## src/core/rcps_consts.vh

```
/*
  Constants for the reset, calibration and power sequencer: register offsets, field
  positions, reset values and cycle counts.
  Assumes inclusion by bare name from the core modules; definitions only.
*/
`ifndef RCPS_CONSTS_VH
`define RCPS_CONSTS_VH

// ----------------------------------------------------------------
// Register map
// ----------------------------------------------------------------
`define RCPS_ADDR_W 10
`define RCPS_OFS_CTRL 10'h000
`define RCPS_OFS_STAT 10'h0C0
`define RCPS_OFS_USER 10'h001
`define RCPS_CTRL_SOFT_RESET_BIT 0
`define RCPS_CTRL_STANDBY_BIT 1
`define RCPS_CTRL_SHUTDOWN_BIT 2
`define RCPS_STAT_CAL_DONE_BIT 0
`define RCPS_STAT_ALIGN_MASTER_BIT 1
`define RCPS_CTRL_RESET 8'h01
`define RCPS_USER_RESET 8'h00

// ----------------------------------------------------------------
// Timing in sampling-clock cycles, given as powers of two except the alignment pulse length
// ----------------------------------------------------------------
`define RCPS_CAL_EXP 27
`define RCPS_BGCAL_EXP 30
`define RCPS_POR_EXP 20
`define RCPS_ALIGN_PULSE_CYC 4

`endif

```

## src/core/rcps_sequencer.v

```verilog
/*
  Reset, calibration and power-state sequencer of a multi-channel converter, with
  master/follower alignment over a shared alignment pin and a plain register port.
  Assumes clk_i is the sampling clock, rst_i is power-on reset, and the hardware
  reset, follower-select and alignment pins arrive asynchronously.
*/
// Operation
// [RULE1] After power-on reset, calibrate for 2^27 cycles before results are valid.
// [RULE2] Repeat background calibration every 2^30 cycles without stopping conversion.
// [RULE3] Show calibration status on a pin and a read-only bit at 0xC0.
// [RULE4] Hardware or soft reset recalibration lasts 2^27 cycles, same as power-up.
// [RULE5] During reset: no output, clocks gated, reference power unchanged. A hardware reset clears the shutdown bit, so it turns the reference on.
// [RULE6] Soft reset keeps user registers; hardware reset restores their defaults.
// [RULE7] On hardware reset pin rising edge, load defaults, then recalibrate.
// [RULE8] Soft-reset bit at 0x00 low holds calibration registers at defaults.
// [RULE9] Soft-reset bit going 0 to 1 starts a full calibration.
// [RULE10] Shutdown and standby bits sit in the register at 0x00.
// [RULE11] Shutdown powers down nearly all, reference and clocks too; port stays.
// [RULE12] Standby disables most circuitry but keeps reference, clocks and port.
// [RULE13] Host should issue soft reset while leaving shutdown or standby.
// [RULE14] Host should reset after changing clock rate or configuration.
// [RULE15] Follower-select low: act as alignment master, drive alignment pin.
// [RULE16] Follower-select high: act as follower, alignment pin is an input.
// [RULE17] Alignment starts on power-on reset, hardware reset pin, or soft reset.
// [RULE18] Host discards data until this device reports calibration complete.
// [RULE19] Host trusts aligned output only when all devices report complete.
// [RULE20] After power-on reset wait 2^20 cycles before loading register defaults.
// [RULE21] Calibration-status output is low while calibrating, high when done.
`timescale 1ns/1ns
`include "rcps_consts.vh"
module rcps_sequencer #(
  parameter CAL_CYC = 31'h0800_0000,
  parameter BGCAL_CYC = 31'h4000_0000,
  parameter POR_CYC = 31'h0010_0000,
  parameter ALIGN_PULSE = 31'h0000_0004
) (
  input wire clk_i,
  input wire rst_i,
  input wire hw_reset_n_i,
  input wire follower_sel_i,
  input wire align_in_i,
  output reg align_out_o,
  output reg align_oe_n_o,
  input wire [`RCPS_ADDR_W-1:0] addr_i,
  input wire [7:0] wdata_i,
  input wire wr_i,
  input wire rd_i,
  output reg [7:0] rdata_o,
  output reg cal_done_o,
  output reg bgcal_active_o,
  output reg conv_out_en_o,
  output reg clk_dist_en_o,
  output reg ref_en_o,
  output reg analog_en_o,
  output reg cal_regs_clear_o,
  output reg [7:0] user_cfg_o
);
  // ----------------------------------------------------------------
  // Sequencer states
  // ----------------------------------------------------------------
  localparam ST_POR_WAIT = 3'd0;
  localparam ST_ALIGN = 3'd1;
  localparam ST_CAL = 3'd2;
  localparam ST_RUN = 3'd3;
  localparam ST_SOFT_HOLD = 3'd4;
  localparam ST_HW_HOLD = 3'd5;

  reg [2:0] state_reg;
  reg [2:0] state_next;
  reg [7:0] ctrl_reg;
  reg [7:0] ctrl_next;
  reg hw_n_prev_reg;
  reg soft_prev_reg;
  reg master_reg;
  reg strap_taken_reg;
  reg align_seen_prev_reg;
  reg tmr_start;
  reg bg_start;
  reg [30:0] tmr_load;
  wire hw_n_sync;
  wire follower_sync;
  wire align_sync;
  wire tmr_busy;
  wire tmr_done;
  wire bg_busy;
  wire bg_done;
  wire soft_bit;
  wire stby_bit;
  wire shdn_bit;
  wire hw_rise;
  wire hw_low;
  wire soft_rise;
  wire soft_low;
  wire follower_align_rise;

  // ----------------------------------------------------------------
  // Pin synchronisers
  // ----------------------------------------------------------------
  rcps_sync3 #(.RESET_VAL(1'b1)) u_sync_hw (
    .clk_i(clk_i),
    .rst_i(rst_i),
    .d_i(hw_reset_n_i),
    .q_o(hw_n_sync)
  );
  rcps_sync3 #(.RESET_VAL(1'b0)) u_sync_fol (
    .clk_i(clk_i),
    .rst_i(rst_i),
    .d_i(follower_sel_i),
    .q_o(follower_sync)
  );
  rcps_sync3 #(.RESET_VAL(1'b0)) u_sync_align (
    .clk_i(clk_i),
    .rst_i(rst_i),
    .d_i(align_in_i),
    .q_o(align_sync)
  );

  // ----------------------------------------------------------------
  // Timers: one for waits and calibration, one for background cadence
  // ----------------------------------------------------------------
  rcps_timer #(.W(31)) u_seq_tmr (
    .clk_i(clk_i),
    .rst_i(rst_i),
    .start_i(tmr_start),
    .stop_i(1'b0),
    .load_i(tmr_load),
    .busy_o(tmr_busy),
    .done_o(tmr_done)
  );
  rcps_timer #(.W(31)) u_bg_tmr (
    .clk_i(clk_i),
    .rst_i(rst_i),
    .start_i(bg_start),
    .stop_i(state_reg != ST_RUN),
    .load_i(BGCAL_CYC),
    .busy_o(bg_busy),
    .done_o(bg_done)
  );

  assign soft_bit = ctrl_reg[`RCPS_CTRL_SOFT_RESET_BIT];
  assign stby_bit = ctrl_reg[`RCPS_CTRL_STANDBY_BIT];
  assign shdn_bit = ctrl_reg[`RCPS_CTRL_SHUTDOWN_BIT];
  assign hw_rise = hw_n_sync & ~hw_n_prev_reg;
  assign hw_low = ~hw_n_sync;
  assign soft_rise = soft_bit & ~soft_prev_reg;
  assign soft_low = ~soft_bit;
  assign follower_align_rise = align_sync & ~align_seen_prev_reg;

  // ----------------------------------------------------------------
  // Edge history and strap capture
  // ----------------------------------------------------------------
  // The strap is caught once, at the end of the power-on wait. By then the three-stage
  // synchroniser has settled; taken earlier it would still show its reset value.
  always @(posedge clk_i or posedge rst_i) begin
    if (rst_i) begin
      hw_n_prev_reg <= 1'b1;
      soft_prev_reg <= 1'b1;
      align_seen_prev_reg <= 1'b0;
      master_reg <= 1'b1;
      strap_taken_reg <= 1'b0;
    end else begin
      hw_n_prev_reg <= hw_n_sync;
      soft_prev_reg <= soft_bit;
      align_seen_prev_reg <= align_sync;
      if (!strap_taken_reg && state_reg == ST_POR_WAIT && tmr_done) begin
        master_reg <= ~follower_sync; // RULE15 RULE16
        strap_taken_reg <= 1'b1;
      end
    end
  end

  // ----------------------------------------------------------------
  // Sequencer next state
  // ----------------------------------------------------------------
  // Hardware reset outranks soft reset, which outranks the running sequence.
  always @* begin
    state_next = state_reg;
    tmr_start = 1'b0;
    tmr_load = CAL_CYC;
    bg_start = 1'b0;
    if (hw_low) begin
      state_next = ST_HW_HOLD;
    end else if (hw_rise) begin
      state_next = ST_ALIGN; // RULE7 RULE17
      tmr_start = 1'b1;
      tmr_load = ALIGN_PULSE;
    end else if (soft_low && state_reg != ST_POR_WAIT) begin
      state_next = ST_SOFT_HOLD; // RULE8
    end else if (soft_rise && state_reg != ST_POR_WAIT) begin
      state_next = ST_ALIGN; // RULE9 RULE17
      tmr_start = 1'b1;
      tmr_load = ALIGN_PULSE;
    end else begin
      case (state_reg)
        ST_POR_WAIT: begin
          if (!tmr_busy && !tmr_done && !strap_taken_reg) begin
            tmr_start = 1'b1;
            tmr_load = POR_CYC; // RULE20
          end else if (tmr_done) begin
            state_next = ST_ALIGN; // RULE17
            tmr_start = 1'b1;
            tmr_load = ALIGN_PULSE;
          end
        end
        ST_ALIGN: begin
          // A master leaves after its pulse; a follower waits for the master's.
          if ((master_reg && tmr_done) || (!master_reg && follower_align_rise)) begin
            state_next = ST_CAL;
            tmr_start = 1'b1;
            tmr_load = CAL_CYC; // RULE1 RULE4
          end
        end
        ST_CAL: begin
          if (tmr_done) begin
            state_next = ST_RUN;
            bg_start = 1'b1;
          end
        end
        ST_RUN: begin
          if (bg_done) begin
            bg_start = 1'b1; // RULE2
          end
        end
        default: begin
          state_next = state_reg;
        end
      endcase
    end
  end

  always @(posedge clk_i or posedge rst_i) begin
    if (rst_i) begin
      state_reg <= ST_POR_WAIT;
    end else begin
      state_reg <= state_next;
    end
  end

  // ----------------------------------------------------------------
  // Register port
  // ----------------------------------------------------------------
  // Hardware reset and the power-on wait restore defaults; soft reset does not.
  always @* begin
    ctrl_next = ctrl_reg;
    if (wr_i && addr_i == `RCPS_OFS_CTRL) begin
      ctrl_next = wdata_i;
    end
  end

  always @(posedge clk_i or posedge rst_i) begin
    if (rst_i) begin
      ctrl_reg <= `RCPS_CTRL_RESET;
      user_cfg_o <= `RCPS_USER_RESET;
      rdata_o <= 8'h00;
    end else begin
      if (state_reg == ST_POR_WAIT || hw_low) begin
        ctrl_reg <= `RCPS_CTRL_RESET; // RULE6 RULE7 RULE20
        user_cfg_o <= `RCPS_USER_RESET;
      end else begin
        ctrl_reg <= ctrl_next; // RULE10
        if (wr_i && addr_i == `RCPS_OFS_USER) begin
          user_cfg_o <= wdata_i; // RULE6
        end
      end
      rdata_o <= 8'h00;
      if (rd_i) begin
        if (addr_i == `RCPS_OFS_CTRL) begin
          rdata_o <= ctrl_reg;
        end else if (addr_i == `RCPS_OFS_USER) begin
          rdata_o <= user_cfg_o;
        end else if (addr_i == `RCPS_OFS_STAT) begin
          rdata_o <= {6'h00, master_reg, cal_done_o}; // RULE3
        end
      end
    end
  end

  // ----------------------------------------------------------------
  // Outputs: status, power and clock gating, alignment pin
  // ----------------------------------------------------------------
  // Registered so the pins never glitch on a state change.
  always @(posedge clk_i or posedge rst_i) begin
    if (rst_i) begin
      cal_done_o <= 1'b0;
      bgcal_active_o <= 1'b0;
      conv_out_en_o <= 1'b0;
      clk_dist_en_o <= 1'b0;
      ref_en_o <= 1'b1;
      analog_en_o <= 1'b0;
      cal_regs_clear_o <= 1'b1;
      align_out_o <= 1'b0;
      align_oe_n_o <= 1'b1;
    end else begin
      cal_done_o <= (state_next == ST_RUN); // RULE3 RULE21
      bgcal_active_o <= (state_next == ST_RUN) && bg_busy; // RULE2
      conv_out_en_o <= (state_next == ST_RUN) && !shdn_bit && !stby_bit; // RULE5
      clk_dist_en_o <= (state_next == ST_RUN || state_next == ST_CAL) && !shdn_bit; // RULE5 RULE11
      // Reference follows only the shutdown bit; a hardware reset clears that bit and so turns the reference on.
      ref_en_o <= !shdn_bit; // RULE5 RULE11 RULE12
      analog_en_o <= !shdn_bit && !stby_bit; // RULE12
      cal_regs_clear_o <= (state_next == ST_SOFT_HOLD || state_next == ST_HW_HOLD ||
                           state_next == ST_POR_WAIT); // RULE8
      // Until the strap is known the pin stays released, so a follower never drives it.
      align_oe_n_o <= !(master_reg && strap_taken_reg); // RULE15 RULE16
      align_out_o <= master_reg && strap_taken_reg && (state_next == ST_ALIGN); // RULE15
    end
  end
endmodule

```

## src/core/rcps_sync3.v

```verilog
/*
  Three-stage synchroniser for a level from outside the clock domain. The output
  changes only once the second and third stages agree.
  Assumes one clock and an asynchronous active-high reset.
*/
`timescale 1ns/1ns
module rcps_sync3 #(
  parameter RESET_VAL = 1'b0
) (
  input wire clk_i,
  input wire rst_i,
  input wire d_i,
  output reg q_o
);
  reg s1_reg;
  reg s2_reg;
  reg s3_reg;

  // ----------------------------------------------------------------
  // Stages
  // ----------------------------------------------------------------
  // The first stage feeds only the second, to keep metastability contained.
  always @(posedge clk_i or posedge rst_i) begin
    if (rst_i) begin
      s1_reg <= RESET_VAL;
      s2_reg <= RESET_VAL;
      s3_reg <= RESET_VAL;
      q_o <= RESET_VAL;
    end else begin
      s1_reg <= d_i;
      s2_reg <= s1_reg;
      s3_reg <= s2_reg;
      if (s2_reg == s3_reg) begin
        q_o <= s3_reg;
      end
    end
  end
endmodule

```

## src/core/rcps_timer.v

```verilog
/*
  Free-standing cycle timer: loads on start, counts down, pulses done at zero.
  Assumes one clock; the width sets the longest count.
*/
`timescale 1ns/1ns
module rcps_timer #(
  parameter W = 31
) (
  input wire clk_i,
  input wire rst_i,
  input wire start_i,
  input wire stop_i,
  input wire [W-1:0] load_i,
  output wire busy_o,
  output reg done_o
);
  reg [W-1:0] cnt_reg;
  reg run_reg;

  assign busy_o = run_reg;

  // ----------------------------------------------------------------
  // Countdown
  // ----------------------------------------------------------------
  // Start wins over stop so a restart in the cycle of an abort is kept.
  always @(posedge clk_i or posedge rst_i) begin
    if (rst_i) begin
      cnt_reg <= {W{1'b0}};
      run_reg <= 1'b0;
      done_o <= 1'b0;
    end else begin
      done_o <= 1'b0;
      if (start_i) begin
        cnt_reg <= load_i;
        run_reg <= 1'b1;
      end else if (stop_i) begin
        run_reg <= 1'b0;
      end else if (run_reg) begin
        if (cnt_reg <= {{(W-1){1'b0}}, 1'b1}) begin
          run_reg <= 1'b0;
          done_o <= 1'b1;
        end else begin
          cnt_reg <= cnt_reg - {{(W-1){1'b0}}, 1'b1};
        end
      end
    end
  end
endmodule

```

## config.mk

```make
export PLATFORM = sky130hd
export DESIGN_NAME = rcps_sequencer
export DESIGN_NICKNAME = d
export VERILOG_FILES = /design/src/core/rcps_sequencer.v /design/src/core/rcps_sync3.v /design/src/core/rcps_timer.v
export VERILOG_INCLUDE_DIRS = /design/src /design/src/core
export SDC_FILE = /design/constraint.sdc
export NUM_CORES = 1
export LEC_CHECK = 0
export BUFFER_PORTS_ARGS = -buffer_cell sky130_fd_sc_hd__buf_2
export CAP_MARGIN = 20
export CELL_PAD_IN_SITES_DETAIL_PLACEMENT = 1
export CELL_PAD_IN_SITES_GLOBAL_PLACEMENT = 1
export CORE_ASPECT_RATIO = 0.75
export CORE_UTILIZATION = 50
export DETAILED_ROUTE_END_ITERATION = 8
export GPL_ROUTABILITY_DRIVEN = 1
export PLACE_DENSITY = 0.86
export SLEW_MARGIN = 25
export SYNTH_ARGS = -nofsm -noshare
export SYNTH_HDL_FRONTEND = slang
export SYNTH_SLANG_ARGS = --single-unit
```

## constraint.sdc

```tcl
create_clock -name clk_i -period 9.3 [get_ports clk_i]
set_clock_uncertainty 0.05 [all_clocks]
set_input_delay 1.395 -clock clk_i [delete_from_list [all_inputs] [get_ports clk_i]]
set_output_delay 1.395 -clock clk_i [all_outputs]
set_load 0.02 [all_outputs]
```

==> qor.yml <==
synth:
  syn_area_sq_um: 5961
  yosys_register_bits: 119
  synth_edf_count: 0
  yosysSeqAreaShare_pct: 50.19
  synthCells: 605
  synth.avg_cell_area_sq_um: 9.852
  yosysUniqueCellTypes: 64
  ys_top_cells_by_area: "dfrtp_1 45%, a21oi_1 5.5%, dfstp_2 4.8%"
  ys_async_sr_fraction_pct: 100.0
  ys_warn_count: 0
  syn_nets: 634
  yosysTopAreaCell: "dfrtp_1"
  synth_top_area_share_pct: 45.34
  synthFlopType: "dfrtp_1"
layout:
  drive_gt1_share_pct: 19.82
  area_growth_syn_to_layout_pct: 16.33
  mostFrequentLayoutCells: "108 x dfrtp_1, 66 x a21oi_1, 49 x buf_2"
  n_antenna_cell: 0
  final_common_cell: "dfrtp_1"
  finish.net_count: 677
  n_fill_cell: 1299
  finalInstanceArea_sq_um: 6934
clocking:
  post_cts_buffers: 0
  clock-sinks: 119
  htree_levels: 4
  cts-root-buf: "clkbuf_16"
  clockBufferDepth: 2
  tritoncts: "built"
  numCtsBuffers: 17
  clkSlewWorstSetupHoldPaths_ns: 0.06
  holdBufCountCts: 0
  cts_resized: 0
  clkLatencyLatePin_ns: 0.43
worst_setup_path:
  reg2reg_from: "u_bg_tmr.cnt_reg[3]"
  crit_path_start_kind: "primary input"
  slowest_stage: "nor4b_4"
  critPathArrivalTime_ns: 3.73
  required_ns: 9.59
  cp_cell_sequence: "buf_2 > or4_1 > nor4b_4 > nand2_1 > mux2i_1 > nand3_1"
  slowest_delay_ns: 0.81
  r2r_slack_ns: 6.11
  worstSetupEndpointType: "flop"
  crit_fanout: 16
  r2r_end: "u_bg_tmr.cnt_reg[4]"
  crit_type: "primary input to flop"
  rr_worst_depth: 5
min_path:
  whs_endpoint: "u_sync_hw.s2_reg"
  hold_path.class: "flop to flop"
  hold_path_depth: 0
  min_from: "u_sync_hw.s1_reg"
detailed_routing:
  wl_per_cell_microns: 22.17
  drc_errors: 0
  ant_nets: 0
  drt-initial-drc-count: 329
  dr.pass1.iters: 5
  viasPerCell: 6.558
  via_count: 5397
  routed_wl_microns: 18250
sta:
  holdWs_ns: 0.3179
  min_period_over_period_pct: 37.03
  clock.fmax_mhz: 290.4
  final.setup.tns_ns: 0
  setup_viol: 0
  rsz0062_at_grt: "false"
  relSlewSlack_pct: 39.66
  tightest_slew_ns: 0.9020
  drv_slew: 0
  final_hold_viol_count: 0
  finalCriticalPeriod_ns: 3.444
placement:
  gp_congestion: 0.8131
  place_hpwl_microns: 11170
  place_area_sq_um: 6350
  port_buffers: 49
floorplan:
  die_area_sq_um: 12370
  core_area_sq_um: 11610
  die_w_microns: 128.1
  die_height_microns: 96.56
  ios: 50
  rows: 34
  start_util_pct: 51.33
pwr:
  p_leak_uw: 0.003108
  ir_drop_mv: 0.1622
  powerDensity_nw_per_um2: 250.4
global_route:
  grt_pass1_wl_microns: 29440
  track_usage_pct: 31.29
  grt_remaining_overflow: 0
  grt_pass1_vias: 5500
  antenna_found_initial: 0
  grt_max_degree: 77
flow_run:
  maxCapViolations: 0
run_status:
  status: "complete, no violations"
## how the worst max path moves through the flow
| stage | slack, ns | depth (start not counted) | to | startpoint |
|---|---|---|---|---|
| floorplan | 4.72 | 1 | align_out_o | rst_i |
| global placement | 5.23 | 6 | ctrl_reg[0] | addr_i[4] |
| detailed placement | 5.61 | 6 | ctrl_reg[0] | addr_i[4] |
| CTS | 5.86 | 5 | u_bg_tmr.cnt_reg[4] | u_bg_tmr.cnt_reg[2] |
| global route | 5.75 | 6 | ctrl_reg[0] | addr_i[4] |
| finish | 5.86 | 6 | ctrl_reg[0] | addr_i[4] |
## synthesized netlist by cell type (all sizes together) (3+ instances only)
cell and instances:
nand4 11, inv 18, nor3b 3, maj3 3
dfrtp 108, or4b 5, nand3 28, o31ai 38
nor4 17, nor2 24, nand2b 3, and2 5
nor2b 10, dfstp 11, ha 4, and3 5
o41ai 6, a21boi 4, buf 10, and4 3
a31oi 3, or4 42, nor3 13, o211ai 4
a21oi 66, or2 16, o21ai 16, clkbuf 20
or3 30, mux2i 5, nand2 39, nor4b 3
a22oi 8
## power by group
group / total [uW] / leakage, uW / switching (uW) / internal, uW
Clock: 656 / 0.000282 / 277 / 379
Sequential: 657 / 0.00156 / 75.9 / 581
Combinational: 424 / 0.00126 / 266 / 157
## final cells by class
class	instances	area [sq um]	area share [%]
Clock inverter	15	153.9	2.219
Tap cell	162	202.7	2.923
Clock buffer	17	425.4	6.135
Inverter	18	70.07	1.010
Multi-Input combinational cell	438	2804	40.44
Sequential cell	119	2992	43.14
Timing Repair Buffer	54	286.5	4.132
## metal layers
layer / global-route usage [%] / wire length (microns) / up-vias
met2: 49.86 / 8818 / 184
li1: - / - / 2405
met5: 0 / 0 / -
met3: 7.874 / 1152 / 30
met4: 10.98 / 340 / 0
met1: 41.90 / 7937 / 2778
## worst max-delay path: cells and delay by family
family	cells	cell delay [ns]
buffers and inverters	1	0.09
multiplexers	1	0.27
AND/OR/NAND/NOR	4	1.96
## kinds of logic after synthesis
logic type                 count (synthesis)  synth area share (%)
AOI/OAI and AO/OA                        161                 17.46
and+or+nand+nor                          261                 26.01
buffers and inverters                     48                 3.526
DFF                                      119                 50.19
muxes                                      6                 1.029
adders and majority gates                  7                 1.343
xor gates and xnor gates                   3                0.4409
## through the flow
step                utilization, %  cells  setup slack [ns]  power (uW)
finish                       59.71    823             5.856        1736
global route                 59.71    823             5.754        1824
CTS                          59.66    823             5.858        1740
detailed placement           54.68    791             5.613        1072
global placement             54.59    791             5.228        1034
floorplan                        -    605             4.716       967.1
Power figures use the tool's default switching activity.
